==> src/core/cscc_regs.vh <==
// register offsets, bit positions, reset values and timing counts for the cpu status block
`ifndef CSCC_REGS_VH
`define CSCC_REGS_VH

// byte offsets on the register bus
`define CSCC_OFF_FLAGS      4'h0
`define CSCC_OFF_SETTINGS   4'h4
`define CSCC_OFF_PAGE       4'h8
`define CSCC_OFF_IRQCTL     4'hC

// cpu_flags bit positions
`define CSCC_FL_CARRY       0
`define CSCC_FL_ZERO        1
`define CSCC_FL_WRAP        2
`define CSCC_FL_NEG         3
`define CSCC_FL_LOOP        4
`define CSCC_FL_PRIO_LO     5
`define CSCC_FL_PRIO_HI     7
`define CSCC_FL_HALF        8

// core_settings bit positions
`define CSCC_CS_WINDOW      2
`define CSCC_CS_PRIO_TOP    3

// irq_global_ctrl bit position
`define CSCC_IC_NEST_DIS    15

// reset values
`define CSCC_FLAGS_RST      9'h000
`define CSCC_SETTINGS_RST   2'h0
`define CSCC_PAGE_RST       8'h00

// divide timing in instruction cycles
`define CSCC_DIV_CYCLES     5'h13

// axi response codes
`define CSCC_RESP_OKAY      2'h0
`define CSCC_RESP_SLVERR    2'h2

`endif

==> src/core/cscc_alu_flags.v <==
// flag generation from an alu result, add or subtract, byte or word
`timescale 1ns/10ps
`include "cscc_regs.vh"

module cscc_alu_flags (
    // operands and result
    input  wire [15:0] opa_i,
    input  wire [15:0] opb_i,
    input  wire [15:0] res_i,
    input  wire        byte_i,
    input  wire        sub_i,
    input  wire        carry_out_i,
    // derived flags
    output wire        half_o,
    output wire        neg_o,
    output wire        wrap_o,
    output wire        zero_o,
    output wire        carry_o
);

    wire [15:0] opb_eff;
    wire        sa;
    wire        sb;
    wire        sr;

    // subtraction works on the complemented operand so carry means no borrow
    assign opb_eff = sub_i ? ~opb_i : opb_i;
    // carry into bit n is a^b^r at bit n
    assign half_o  = byte_i ? (opa_i[4] ^ opb_eff[4] ^ res_i[4])
                            : (opa_i[8] ^ opb_eff[8] ^ res_i[8]);
    assign sa      = byte_i ? opa_i[7]   : opa_i[15];
    assign sb      = byte_i ? opb_eff[7] : opb_eff[15];
    assign sr      = byte_i ? res_i[7]   : res_i[15];
    assign neg_o   = sr;
    // sign flips wrongly only when both inputs agree and result disagrees
    assign wrap_o  = (sa == sb) && (sr != sa);
    assign zero_o  = byte_i ? (res_i[7:0] == 8'h00) : (res_i == 16'h0000);
    assign carry_o = carry_out_i;

endmodule

==> src/core/cscc_top.v <==
// cpu status and core control register block with axi4-lite slave
//
// Summary of operation
// - unimplemented bits of flags and settings read zero, writes ignored
// - half carry at bit 8 from carry out of bit 3 or bit 7
// - bits 7..5 hold priority level low, 111 blocks user interrupts
// - top bit plus low field form level; top bit one blocks interrupts
// - priority low field read-only when nesting disable set
// - loop active flag bit 4 read-only, one while repeat runs
// - negative flag bit 3 follows result sign
// - signed wrap flag bit 2 on two's-complement overflow
// - zero flag cleared by non-zero result, set stays until cleared
// - carry flag bit 0 from carry out of msb
// - priority top set by hardware above 7, software may only clear
// - settings bit 2 enables program window in data space
// - upper 32 kbytes routed to program page chosen by 8-bit page
// - interrupts may be taken inside a repeat loop, loop flag saved and cleared, restored on return
// - divide inside repeat completes in 19 cycles, interruptible
// - subtract uses carry and half carry as inverted borrows
//
// The placing of the registers and the AXI4-Lite register port were chosen for this implementation.
`timescale 1ns/10ps
`include "cscc_regs.vh"

module cscc_top #(
    parameter PAGE_W = 8
) (
    // clock, reset, enable
    input  wire        clk_sys_i,
    input  wire        rst_n_i,
    input  wire        ce_i,
    // axi4-lite write address
    input  wire [3:0]  s_axi_awaddr_i,
    input  wire        s_axi_awvalid_i,
    output reg         s_axi_awready_o,
    // axi4-lite write data
    input  wire [31:0] s_axi_wdata_i,
    input  wire [3:0]  s_axi_wstrb_i,
    input  wire        s_axi_wvalid_i,
    output reg         s_axi_wready_o,
    // axi4-lite write response
    output reg  [1:0]  s_axi_bresp_o,
    output reg         s_axi_bvalid_o,
    input  wire        s_axi_bready_i,
    // axi4-lite read address
    input  wire [3:0]  s_axi_araddr_i,
    input  wire        s_axi_arvalid_i,
    output reg         s_axi_arready_o,
    // axi4-lite read data
    output reg  [31:0] s_axi_rdata_o,
    output reg  [1:0]  s_axi_rresp_o,
    output reg         s_axi_rvalid_o,
    input  wire        s_axi_rready_i,
    // alu result and flag update enables
    input  wire        alu_valid_i,
    input  wire [15:0] alu_opa_i,
    input  wire [15:0] alu_opb_i,
    input  wire [15:0] alu_res_i,
    input  wire        alu_carry_i,
    input  wire        alu_byte_i,
    input  wire        alu_sub_i,
    input  wire [4:0]  alu_upd_i,
    // sequencer: repeat loop and divide
    input  wire        repeat_start_i,
    input  wire        repeat_end_i,
    input  wire        div_start_i,
    input  wire        irq_take_i,
    input  wire        irq_return_i,
    // interrupt controller priority update
    input  wire        prio_load_i,
    input  wire [3:0]  prio_level_i,
    // data space address for the program window
    input  wire [15:0] daddr_i,
    // status outputs
    output reg  [3:0]  cpu_priority_o,
    output reg         user_irq_block_o,
    output reg         loop_active_o,
    output reg         div_busy_o,
    output reg         div_done_o,
    output reg         window_hit_o,
    output reg  [23:0] window_addr_o
);

    ////////////////////////////////////////////////////////////////////////
    // state
    reg  [8:0]        flags_reg;
    reg  [1:0]        settings_reg;
    reg  [PAGE_W-1:0] page_reg;
    reg               nest_dis_reg;
    reg  [4:0]        div_cnt_reg;
    reg               div_susp_reg;
    reg               loop_saved_reg;
    reg  [3:0]        aw_addr_reg;
    reg  [31:0]       w_data_reg;
    reg  [3:0]        w_strb_reg;
    reg               aw_have_reg;
    reg               w_have_reg;

    wire              f_half;
    wire              f_neg;
    wire              f_wrap;
    wire              f_zero;
    wire              f_carry;
    wire              win_hit;
    wire [23:0]       win_addr;
    wire              wr_go;
    wire              wr_flags;
    wire              wr_sett;
    wire              rd_go;

    ////////////////////////////////////////////////////////////////////////
    // flag generation and window mapping
    cscc_alu_flags u_flags (
        .opa_i       (alu_opa_i),
        .opb_i       (alu_opb_i),
        .res_i       (alu_res_i),
        .byte_i      (alu_byte_i),
        .sub_i       (alu_sub_i),
        .carry_out_i (alu_carry_i),
        .half_o      (f_half),
        .neg_o       (f_neg),
        .wrap_o      (f_wrap),
        .zero_o      (f_zero),
        .carry_o     (f_carry)
    );

    cscc_window_map #(.PAGE_W(PAGE_W)) u_win (
        .daddr_i  (daddr_i),
        .enable_i (settings_reg[0]),
        .page_i   (page_reg),
        .hit_o    (win_hit),
        .paddr_o  (win_addr)
    );

    // merge a 16-bit register with write strobes
    function [15:0] merge16;
        input [15:0] old;
        input [31:0] wd;
        input [3:0]  st;
        begin
            merge16[7:0]  = st[0] ? wd[7:0]  : old[7:0];
            merge16[15:8] = st[1] ? wd[15:8] : old[15:8];
        end
    endfunction

    ////////////////////////////////////////////////////////////////////////
    // axi write channel capture; address and data accepted in either order
    assign wr_go    = aw_have_reg & w_have_reg & ~s_axi_bvalid_o;
    assign wr_flags = wr_go & (aw_addr_reg == `CSCC_OFF_FLAGS);
    assign wr_sett  = wr_go & (aw_addr_reg == `CSCC_OFF_SETTINGS);
    assign rd_go    = s_axi_arvalid_i & s_axi_arready_o;

    always @(posedge clk_sys_i) begin
        if (!rst_n_i) begin
            aw_have_reg     <= 1'b0;
            w_have_reg      <= 1'b0;
            aw_addr_reg     <= 4'h0;
            w_data_reg      <= 32'h0000_0000;
            w_strb_reg      <= 4'h0;
            s_axi_awready_o <= 1'b0;
            s_axi_wready_o  <= 1'b0;
            s_axi_bvalid_o  <= 1'b0;
            s_axi_bresp_o   <= `CSCC_RESP_OKAY;
        end else if (ce_i) begin
            s_axi_awready_o <= ~aw_have_reg & ~s_axi_awready_o & ~s_axi_bvalid_o;
            s_axi_wready_o  <= ~w_have_reg & ~s_axi_wready_o & ~s_axi_bvalid_o;
            if (s_axi_awvalid_i && s_axi_awready_o) begin
                aw_have_reg     <= 1'b1;
                aw_addr_reg     <= {s_axi_awaddr_i[3:2], 2'b00};
                s_axi_awready_o <= 1'b0;
            end
            if (s_axi_wvalid_i && s_axi_wready_o) begin
                w_have_reg     <= 1'b1;
                w_data_reg     <= s_axi_wdata_i;
                w_strb_reg     <= s_axi_wstrb_i;
                s_axi_wready_o <= 1'b0;
            end
            if (wr_go) begin
                aw_have_reg    <= 1'b0;
                w_have_reg     <= 1'b0;
                s_axi_bvalid_o <= 1'b1;
                s_axi_bresp_o  <= `CSCC_RESP_OKAY;
            end else if (s_axi_bvalid_o && s_axi_bready_i) begin
                s_axi_bvalid_o <= 1'b0;
            end
        end
    end

    ////////////////////////////////////////////////////////////////////////
    // axi read channel; one cycle from address to data
    always @(posedge clk_sys_i) begin
        if (!rst_n_i) begin
            s_axi_arready_o <= 1'b0;
            s_axi_rvalid_o  <= 1'b0;
            s_axi_rdata_o   <= 32'h0000_0000;
            s_axi_rresp_o   <= `CSCC_RESP_OKAY;
        end else if (ce_i) begin
            s_axi_arready_o <= ~s_axi_arready_o & ~s_axi_rvalid_o;
            if (rd_go) begin
                s_axi_arready_o <= 1'b0;
                s_axi_rvalid_o  <= 1'b1;
                s_axi_rresp_o   <= `CSCC_RESP_OKAY;
                // upper bits always zero
                case ({s_axi_araddr_i[3:2], 2'b00})
                    `CSCC_OFF_FLAGS:    s_axi_rdata_o <= {23'h000000, flags_reg};
                    `CSCC_OFF_SETTINGS: s_axi_rdata_o <= {28'h0000000, settings_reg, 2'b00};
                    `CSCC_OFF_PAGE:     s_axi_rdata_o <= {{(32-PAGE_W){1'b0}}, page_reg};
                    `CSCC_OFF_IRQCTL:   s_axi_rdata_o <= {16'h0000, nest_dis_reg, 15'h0000};
                    default:            s_axi_rdata_o <= 32'h0000_0000;
                endcase
            end else if (s_axi_rvalid_o && s_axi_rready_i) begin
                s_axi_rvalid_o <= 1'b0;
            end
        end
    end

    ////////////////////////////////////////////////////////////////////////
    // flags, settings, page; hardware updates win over software writes
    always @(posedge clk_sys_i) begin : regs_p
        reg [15:0] wv;
        wv = 16'h0000;
        if (!rst_n_i) begin
            flags_reg      <= `CSCC_FLAGS_RST;
            settings_reg   <= `CSCC_SETTINGS_RST;
            page_reg       <= {PAGE_W{1'b0}};
            nest_dis_reg   <= 1'b0;
            loop_saved_reg <= 1'b0;
        end else if (ce_i) begin
            // software writes, only implemented bits land
            if (wr_flags) begin
                wv = merge16({7'h00, flags_reg}, w_data_reg, w_strb_reg);
                flags_reg[8]   <= wv[8];
                flags_reg[3:0] <= wv[3:0];
                if (!nest_dis_reg)
                    flags_reg[7:5] <= wv[7:5];
            end
            if (wr_sett) begin
                wv = merge16({12'h000, settings_reg, 2'b00}, w_data_reg, w_strb_reg);
                settings_reg[0] <= wv[`CSCC_CS_WINDOW];
                if (!wv[`CSCC_CS_PRIO_TOP])
                    settings_reg[1] <= 1'b0;
            end
            if (wr_go && aw_addr_reg == `CSCC_OFF_PAGE)
                page_reg <= w_data_reg[PAGE_W-1:0];
            if (wr_go && aw_addr_reg == `CSCC_OFF_IRQCTL && w_strb_reg[1])
                nest_dis_reg <= w_data_reg[`CSCC_IC_NEST_DIS];
            // alu flags, only those the instruction affects
            if (alu_valid_i) begin
                if (alu_upd_i[4]) flags_reg[8] <= f_half;
                if (alu_upd_i[3]) flags_reg[3] <= f_neg;
                if (alu_upd_i[2]) flags_reg[2] <= f_wrap;
                // zero is sticky: only a non-zero result clears it
                if (alu_upd_i[1] && !f_zero) flags_reg[1] <= 1'b0;
                if (alu_upd_i[0]) flags_reg[0] <= f_carry;
            end
            // priority from the interrupt controller, top bit set above 7
            if (prio_load_i) begin
                flags_reg[7:5] <= prio_level_i[2:0];
                if (prio_level_i[3])
                    settings_reg[1] <= 1'b1;
            end
            // loop flag: saved across an interrupt, restored on return
            if (irq_take_i) begin
                loop_saved_reg <= flags_reg[4];
                flags_reg[4]   <= 1'b0;
            end else if (irq_return_i) begin
                flags_reg[4] <= loop_saved_reg;
            end else if (repeat_start_i) begin
                flags_reg[4] <= 1'b1;
            end else if (repeat_end_i) begin
                flags_reg[4] <= 1'b0;
            end
        end
    end

    ////////////////////////////////////////////////////////////////////////
    // divide iteration counter, frozen while an interrupt is serviced
    always @(posedge clk_sys_i) begin
        if (!rst_n_i) begin
            div_cnt_reg  <= 5'h00;
            div_susp_reg <= 1'b0;
            div_busy_o   <= 1'b0;
            div_done_o   <= 1'b0;
        end else if (ce_i) begin
            div_done_o <= 1'b0;
            if (irq_take_i && div_busy_o)
                div_susp_reg <= 1'b1;
            else if (irq_return_i)
                div_susp_reg <= 1'b0;
            if (div_start_i && !div_busy_o) begin
                div_cnt_reg <= `CSCC_DIV_CYCLES - 5'h01;
                div_busy_o  <= 1'b1;
            end else if (div_busy_o && !div_susp_reg && !irq_take_i) begin
                if (div_cnt_reg == 5'h01) begin
                    div_busy_o <= 1'b0;
                    div_done_o <= 1'b1;
                end
                div_cnt_reg <= div_cnt_reg - 5'h01;
            end
        end
    end

    ////////////////////////////////////////////////////////////////////////
    // registered status outputs
    always @(posedge clk_sys_i) begin
        if (!rst_n_i) begin
            cpu_priority_o   <= 4'h0;
            user_irq_block_o <= 1'b0;
            loop_active_o    <= 1'b0;
            window_hit_o     <= 1'b0;
            window_addr_o    <= 24'h000000;
        end else if (ce_i) begin
            cpu_priority_o   <= {settings_reg[1], flags_reg[7:5]};
            user_irq_block_o <= settings_reg[1] | (flags_reg[7:5] == 3'h7);
            loop_active_o    <= flags_reg[4];
            window_hit_o     <= win_hit;
            window_addr_o    <= win_addr;
        end
    end

endmodule

==> src/core/cscc_window_map.v <==
// program window address mapping for the upper half of data space
`timescale 1ns/10ps
`include "cscc_regs.vh"

module cscc_window_map #(
    parameter PAGE_W = 8
) (
    // data space address and controls
    input  wire [15:0]       daddr_i,
    input  wire              enable_i,
    input  wire [PAGE_W-1:0] page_i,
    // program space routing
    output wire              hit_o,
    output wire [23:0]       paddr_o
);

    // upper 32 kbytes map to a 16k word page; byte address into 24-bit space
    assign hit_o   = enable_i & daddr_i[15];
    assign paddr_o = {1'b0, page_i, daddr_i[14:0]};

endmodule

==> config.mk <==
export PLATFORM = sky130hd
export DESIGN_NAME = cscc_top
export DESIGN_NICKNAME = d
export VERILOG_FILES = /design/src/core/cscc_alu_flags.v /design/src/core/cscc_top.v /design/src/core/cscc_window_map.v
export VERILOG_INCLUDE_DIRS = /design/src /design/src/core
export SDC_FILE = /design/constraint.sdc
export NUM_CORES = 1
export LEC_CHECK = 0
export BUFFER_PORTS_ARGS = -buffer_cell sky130_fd_sc_hd__buf_2
export CORE_MARGIN = 2
export CORE_UTILIZATION = 41
export CTS_CLUSTER_DIAMETER = 120
export CTS_CLUSTER_SIZE = 40
export DETAILED_ROUTE_END_ITERATION = 7
export PLACE_DENSITY_LB_ADDON = 0.1
export RECOVER_POWER = 50
export SETUP_SLACK_MARGIN = 0.4
export SLEW_MARGIN = 15
export SYNTH_ARGS = -nofsm -noshare
export SYNTH_HDL_FRONTEND = slang
export SYNTH_SLANG_ARGS = --single-unit
==> constraint.sdc <==
create_clock -name clk_sys_i -period 2.2 [get_ports clk_sys_i]
set_clock_uncertainty 0.2 [all_clocks]
set_input_delay 0.33 -clock clk_sys_i [delete_from_list [all_inputs] [get_ports clk_sys_i]]
set_output_delay 0.33 -clock clk_sys_i [all_outputs]
set_load 0.01 [all_outputs]
==> results of run 1 <==
path summary, 6_finish.rpt:
kind	from	endpoint	slack, ns	depth (start not counted)
setup / recovery	aw_have_reg$_SDFFE_PN0P_	flags_reg[1]$_SDFFE_PN0P_	0.48	4
hold / removal	s_axi_wdata_i[4]	w_data_reg[4]$_SDFFE_PN0P_	0.01	3
setup reg to reg	aw_have_reg$_SDFFE_PN0P_	flags_reg[1]$_SDFFE_PN0P_	0.48	4
hold reg to reg	loop_saved_reg$_SDFFE_PN0P_	loop_saved_reg$_SDFFE_PN0P_	0.27	2
cell type report:
type,instances,area [µm²],share of cell area
Clock buffer,10,138,0.0267
Inverter,8,30.0,0.00582
Tap cell,136,170,0.0330
Timing Repair Buffer,136,684,0.133
Multi-Input combinational cell,338,2250,0.435
Sequential cell,90,1800,0.349
Clock inverter,6,90.1,0.0175
stage by stage:
step | area (µm²) | cells | total power [mW] | hold WS (ns)
global placement | 4950 | 708 | 2.14 | 0.256
finish | 5160 | 724 | 3.38 | 0.0135
CTS | 5190 | 724 | 3.42 | 0.00131
floorplan | 4380 | 491 | 2.02 | 0.243
global route | 5160 | 724 | 3.55 | 0.00833
detailed placement | 4950 | 708 | 2.15 | 0.261
worst min-delay path: cells and delay by family:
family / cells / cell delay (ns)
buffers and inverters: 1 / 0.10
AO/OA/AOI/OAI: 1 / 0.06
AND/OR/NAND/NOR: 1 / 0.04
cells in the final DEF, fill, tap and decap left out, types with 3 or more instances in the layout:
master / Yosys / layout
nor3_1: 10 / 10
buf_2: 11 / 106
nand2b_1: 11 / 11
and3_1: 3 / 3
nor4b_1: 3 / 3
and3b_1: 3 / 3
nor2_1: 8 / 8
nand2_1: 53 / 53
a21boi_0: 19 / 19
nand4_1: 3 / 3
clkinvlp_4: 0 / 4
nor2b_1: 57 / 57
conb_1: 1 / 27
mux2i_1: 59 / 59
inv_1: 8 / 8
o41ai_1: 3 / 3
clkbuf_8: 0 / 10
dfxtp_1: 90 / 90
nor4_1: 4 / 4
nand3_1: 10 / 10
xnor2_1: 7 / 7
clkbuf_1: 16 / 25
xor2_1: 5 / 5
o21ai_0: 12 / 12
a21oi_1: 16 / 16
layer usage:
metal	vias to the layer above	routed length [µm]
li1	1768	-
met1	1559	4850
met2	93	4450
met3	16	460
met4	0	157
met5	-	0
power groups by stage:
| stage | Combinational (mW) | Sequential (mW) | Clock (mW) |
|---|---|---|---|
| after floorplan | 0.265 | 1.76 | 0 |
| after detailed placement | 0.395 | 1.75 | 0 |
| after global placement | 0.387 | 1.75 | 0 |
| final | 0.388 | 1.72 | 1.28 |
| after global routing | 0.429 | 1.73 | 1.39 |
| after CTS | 0.396 | 1.72 | 1.31 |
kinds of logic (layout without fill, tap and decap cells):
group / after synthesis / after routing / share of synthesized area
muxes: 60 / 60 / 0.140
and+or+nand+nor: 174 / 174 / 0.228
adders and majority gates: 2 / 2 / 0.00584
AOI/OAI and AO/OA: 63 / 63 / 0.0978
DFF: 90 / 90 / 0.420
xor gates and xnor gates: 12 / 12 / 0.0245
buffers and inverters: 63 / 160 / 0.0823
other: 1 / 27 / 0.000875
==> impl_metrics.json, run 1 <==
{
  "drt_pass1_iterations": 4,
  "grt_max_degree": 50,
  "yosysSeqAreaShare": 0.420,
  "hold_path.class": "primary input to register",
  "cts_hold_repair.buffers": 0,
  "hpwl_mm": 7.44,
  "pre_cts_ws_ns": 0.360,
  "vdd_drop_max_mv": 0.365,
  "syn_avg_cell_area_um2": 9.22,
  "first_iter_violations": 100,
  "cp.required_ns": 2.25,
  "clk_pin_slew_ns": 0.10,
  "fin_ws_ns": 0.481,
  "ys_async_sr_fraction": 0,
  "worst_ep_arrival_time_ns": 1.77,
  "fin_nets": 720,
  "grt-ovfl-total": 0,
  "synthTopCellsByArea": "dfxtp_1 42%, mux2i_1 14%, nor2b_1 8.3%",
  "dieArea_um2": 11300,
  "nFillCells": 994,
  "critPathSlowestCell": "dfxtp_1",
  "num_rows": 37,
  "use_met2": 0.281,
  "critPathBufInv": 0,
  "area_growth_pct": 20.4,
  "synth_cells": 465,
  "post_cts_buffers": 0,
  "netlist.area_leader.share": 0.420,
  "track_usage": 0.177,
  "relSlewSlack": 0.396,
  "grtUsageMet1": 0.245,
  "gp_congestion": 0.849,
  "first_global_vias": 3299,
  "wl_per_cell_um": 13.7,
  "ant_nets": 0,
  "fin_crit_ns": 1.72,
  "fmax_ghz": 0.582,
  "synth_common_cells": "90 x dfxtp_1, 59 x mux2i_1, 57 x nor2b_1, 53 x nand2_1, 27 x buf_4",
  "p_sw_mw": 0.850,
  "cts-root-buf": "clkbuf_8",
  "die_w_um": 106,
  "grt_pass1_wl_mm": 16.1,
  "cts_max_level": 3,
  "viasPerCell": 4.75,
  "crit_family": "simple AND/OR/NAND/NOR gates",
  "cts_made_buffers": 9,
  "max_cap_viol_count": 0,
  "setup_violations": 0,
  "cts.repair.resized": 1,
  "path_max_fanout": 6,
  "dr_total_vias": 3436,
  "p_leak_nw": 2.20,
  "cp-start-kind": "register",
  "netSwitchingFraction": 0.252,
  "worst_slew_pin_slew_ns": 0.906,
  "cts_tree": "done",
  "grt.met3_usage": 0.0270,
  "clk_latency_ns": 0.35,
  "max_stage_delay_ns": 0.52,
  "utilization": 0.504,
  "n_antenna_cell": 0,
  "power.share.clock": 0.377,
  "ys_ff_latch": 90,
  "synth.yosys.warnings": 0,
  "finalSetupTns_ns": 0,
  "top_usage_layer": "met2",
  "drc": 0,
  "synth.distinct_cells": 46,
  "rsz0062_at_grt": "yes",
  "drv_slew": 0,
  "core_area_um2": 10200,
  "synth_ff_type": "dfxtp_1",
  "initial_core_util": 0.419,
  "die_h_um": 106,
  "synth_area_um2": 4290,
  "io_pins": 209,
  "drive_gt1_frac": 0.224,
  "synth-edff-count": 0,
  "hold_viol_final": 0,
  "timing.final.crit_share": 0.781,
  "crit_type": "register to register",
  "cp_cell_sequence": "and4bb_1, nand3_1, mux2_1, and3_1",
  "largest_register_ffs": 23,
  "pwr-share-comb": 0.115,
  "antenna_found_initial": 0,
  "seqPwrFrac": 0.508,
  "power_density_nw_per_um2": 655,
  "synth_largest_area_cell": "dfxtp_1",
  "status": "completed",
  "wl_mm": 9.92,
  "synth_most_common_cell": "dfxtp_1",
  "cp-end-kind": "register",
  "io_buffers": 129,
  "clock_path_buffers": 2,
  "p_int_mw": 2.53,
  "cts_sinks": 90
}
Note: power is estimated with default switching activity, not from simulation.
==> inputs of run 2 (changes only) <==
clock period = 1.75 ns   (was 2.2 ns; I/O delays follow)
==> run 2 against run 1 <==
Utilization rose by 6.2 points. Die area did not move. Via count rose by 7.7%. Non-clock buffer count rose by 54. Count of clock-buffer cells in the layout rose by 1. Register-to-register slack got worse by 0.33 ns. Worst setup slack got worse by 0.33 ns. Final area rose by 12%. Power rose by 36%. Critical path type unchanged.
==> impl_metrics.json, run 2 (synthesis results as in run 1) <==
{
  "initial_core_util": 0.419,
  "grt_max_degree": 35,
  "cts_sinks": 90,
  "cp-start-kind": "register",
  "relSlewSlack": 0.580,
  "finalSetupTns_ns": 0,
  "cts_made_buffers": 9,
  "power_density_nw_per_um2": 793,
  "ant_nets": 0,
  "fin_crit_ns": 1.60,
  "dieArea_um2": 11300,
  "viasPerCell": 4.75,
  "ff2ff_setup_slack_ns": 0.15,
  "cp.required_ns": 1.80,
  "worst_ep_arrival_time_ns": 1.65,
  "cts-root-buf": "clkbuf_8",
  "p_leak_nw": 2.50,
  "multi_input_area_um2": 2300,
  "reg2reg_depth": 5,
  "stdcell_area_um2": 5790,
  "grt_pass1_wl_mm": 17.9,
  "cp-end-kind": "register",
  "die_w_um": 106,
  "die_h_um": 106,
  "path_max_fanout": 5,
  "drv_slew": 0,
  "grt-ovfl-total": 0,
  "hpwl_mm": 7.39,
  "wl_per_cell_um": 13.9,
  "worst_slew_pin_slew_ns": 0.630,
  "clk_latency_ns": 0.35,
  "io_buffers": 129,
  "clock_path_buffers": 2,
  "drc": 0,
  "hold-path-cell-count": 3,
  "num_rows": 37,
  "vdd_drop_max_mv": 0.448,
  "core_area_um2": 10200,
  "placed_cell_area_um2": 5080,
  "drive_gt1_frac": 0.271,
  "hold_path.class": "primary input to register",
  "cts_tree": "done",
  "critical_path.startpoint": "aw_addr_reg[2]$_SDFFE_PN0P_",
  "r2r_end": "flags_reg[0]$_SDFFE_PN0P_",
  "crit_type": "register to register",
  "nFillCells": 988,
  "first_iter_violations": 77,
  "antenna_found_initial": 0,
  "track_usage": 0.197,
  "largest_register_ffs": 23,
  "setup_violations": 0,
  "timing.final.crit_share": 0.915,
  "regArea_um2": 1820,
  "io_pins": 209,
  "dr_total_vias": 3699,
  "fmax_ghz": 0.624,
  "final_cell_mix": "106 x buf_2, 83 x dfxtp_1, 59 x mux2i_1",
  "n_antenna_cell": 0,
  "drt_pass1_iterations": 4,
  "worstHoldEndpoint": "settings_reg[1]$_SDFFE_PN0P_",
  "rsz0062_at_grt": "yes",
  "max_cap_viol_count": 0,
  "fin_nets": 774,
  "hold_viol_final": 0,
  "area_growth_pct": 35.1,
  "reg2reg_from": "aw_addr_reg[2]$_SDFFE_PN0P_",
  "clk_pin_slew_ns": 0.09,
  "layout_commonest_cell": "buf_2",
  "gp_congestion": 0.859,
  "first_global_vias": 3692,
  "holdCritStartpoint": "prio_level_i[3]",
  "wl_mm": 10.8,
  "status": "completed",
  "cts_max_level": 3
}
-- run 2: cell types whose count changed in the layout (fill, tap and decap cells not counted), moves of 4 or more --
cell	change
dlygate4sd3_1	+32
buf_4	+15
dfxtp_1	-7
o21ai_0	-5
o21ai_1	+5
clkinvlp_4	-4
dfxtp_4	+4
-- run 2: worst max-delay path by stage --
stage	endpoint	slack, ns	depth (start not counted)
3_3_place_gp	flags_reg[8]$_SDFFE_PN0P_	0.13	5
6_report	flags_reg[0]$_SDFFE_PN0P_	0.15	5
2_1_floorplan	flags_reg[1]$_SDFFE_PN0P_	0.28	4
4_1_cts	flags_reg[1]$_SDFFE_PN0P_	0.19	4
3_5_place_dp	flags_reg[8]$_SDFFE_PN0P_	0.10	5
5_1_grt	flags_reg[3]$_SDFFE_PN0P_	0.1	5
-- run 2: report_power, final --
part | switching, mW | internal, mW
clock | 0.731 | 1.13
combinational | 0.284 | 0.297
sequential | 0.0473 | 2.11
total | 1.06 | 3.53
-- run 2: routing by layer --
metal	wire [µm]	vias up	GRT usage
li1	-	1870	-
met4	169	0	0.0583
met1	4960	1711	0.251
met5	0	-	0
met3	508	19	0.0331
met2	5140	99	0.340
-- run 2: through the flow --
step	cells	hold slack (ns)	util	power (mW)	setup slack, ns
6_report	778	0.0240	0.566	4.60	0.148
5_1_grt	778	0.0258	0.566	4.79	0.0973
3_5_place_dp	717	0.260	0.497	2.72	0.102
3_3_place_gp	717	0.249	0.497	2.71	0.134
4_1_cts	775	0.0183	0.568	4.64	0.191
2_1_floorplan	491	0.207	-	2.55	0.281
-- run 2: repair_timing --
item | 4_1_cts | 5_1_grt
gates cloned | 1 | 0
hold buffers | 32 | 0
buffers inserted | 9 | 3
gates resized for setup | 25 | 5
pin swaps | 6 | 5
hold endpoints to repair | 32 | 0
setup endpoints to repair | 44 | 40
-- run 2: critical path, stage by stage, from the launching register on --
cell	delay, ns
dfxtp_4	0.37
nand4bb_4	0.24
buf_6	0.16
nor4b_2	0.25
o21ai_1	0.10
and3b_1	0.19
-- run 2: layout make-up --
type | count | area share
repair buffers | 190 | 0.208
inverters | 8 | 0.00518
clock inverters | 5 | 0.0216
clock buffers | 11 | 0.0244
well taps | 136 | 0.0294
flip-flops and latches | 90 | 0.314
multi-input cells | 338 | 0.397
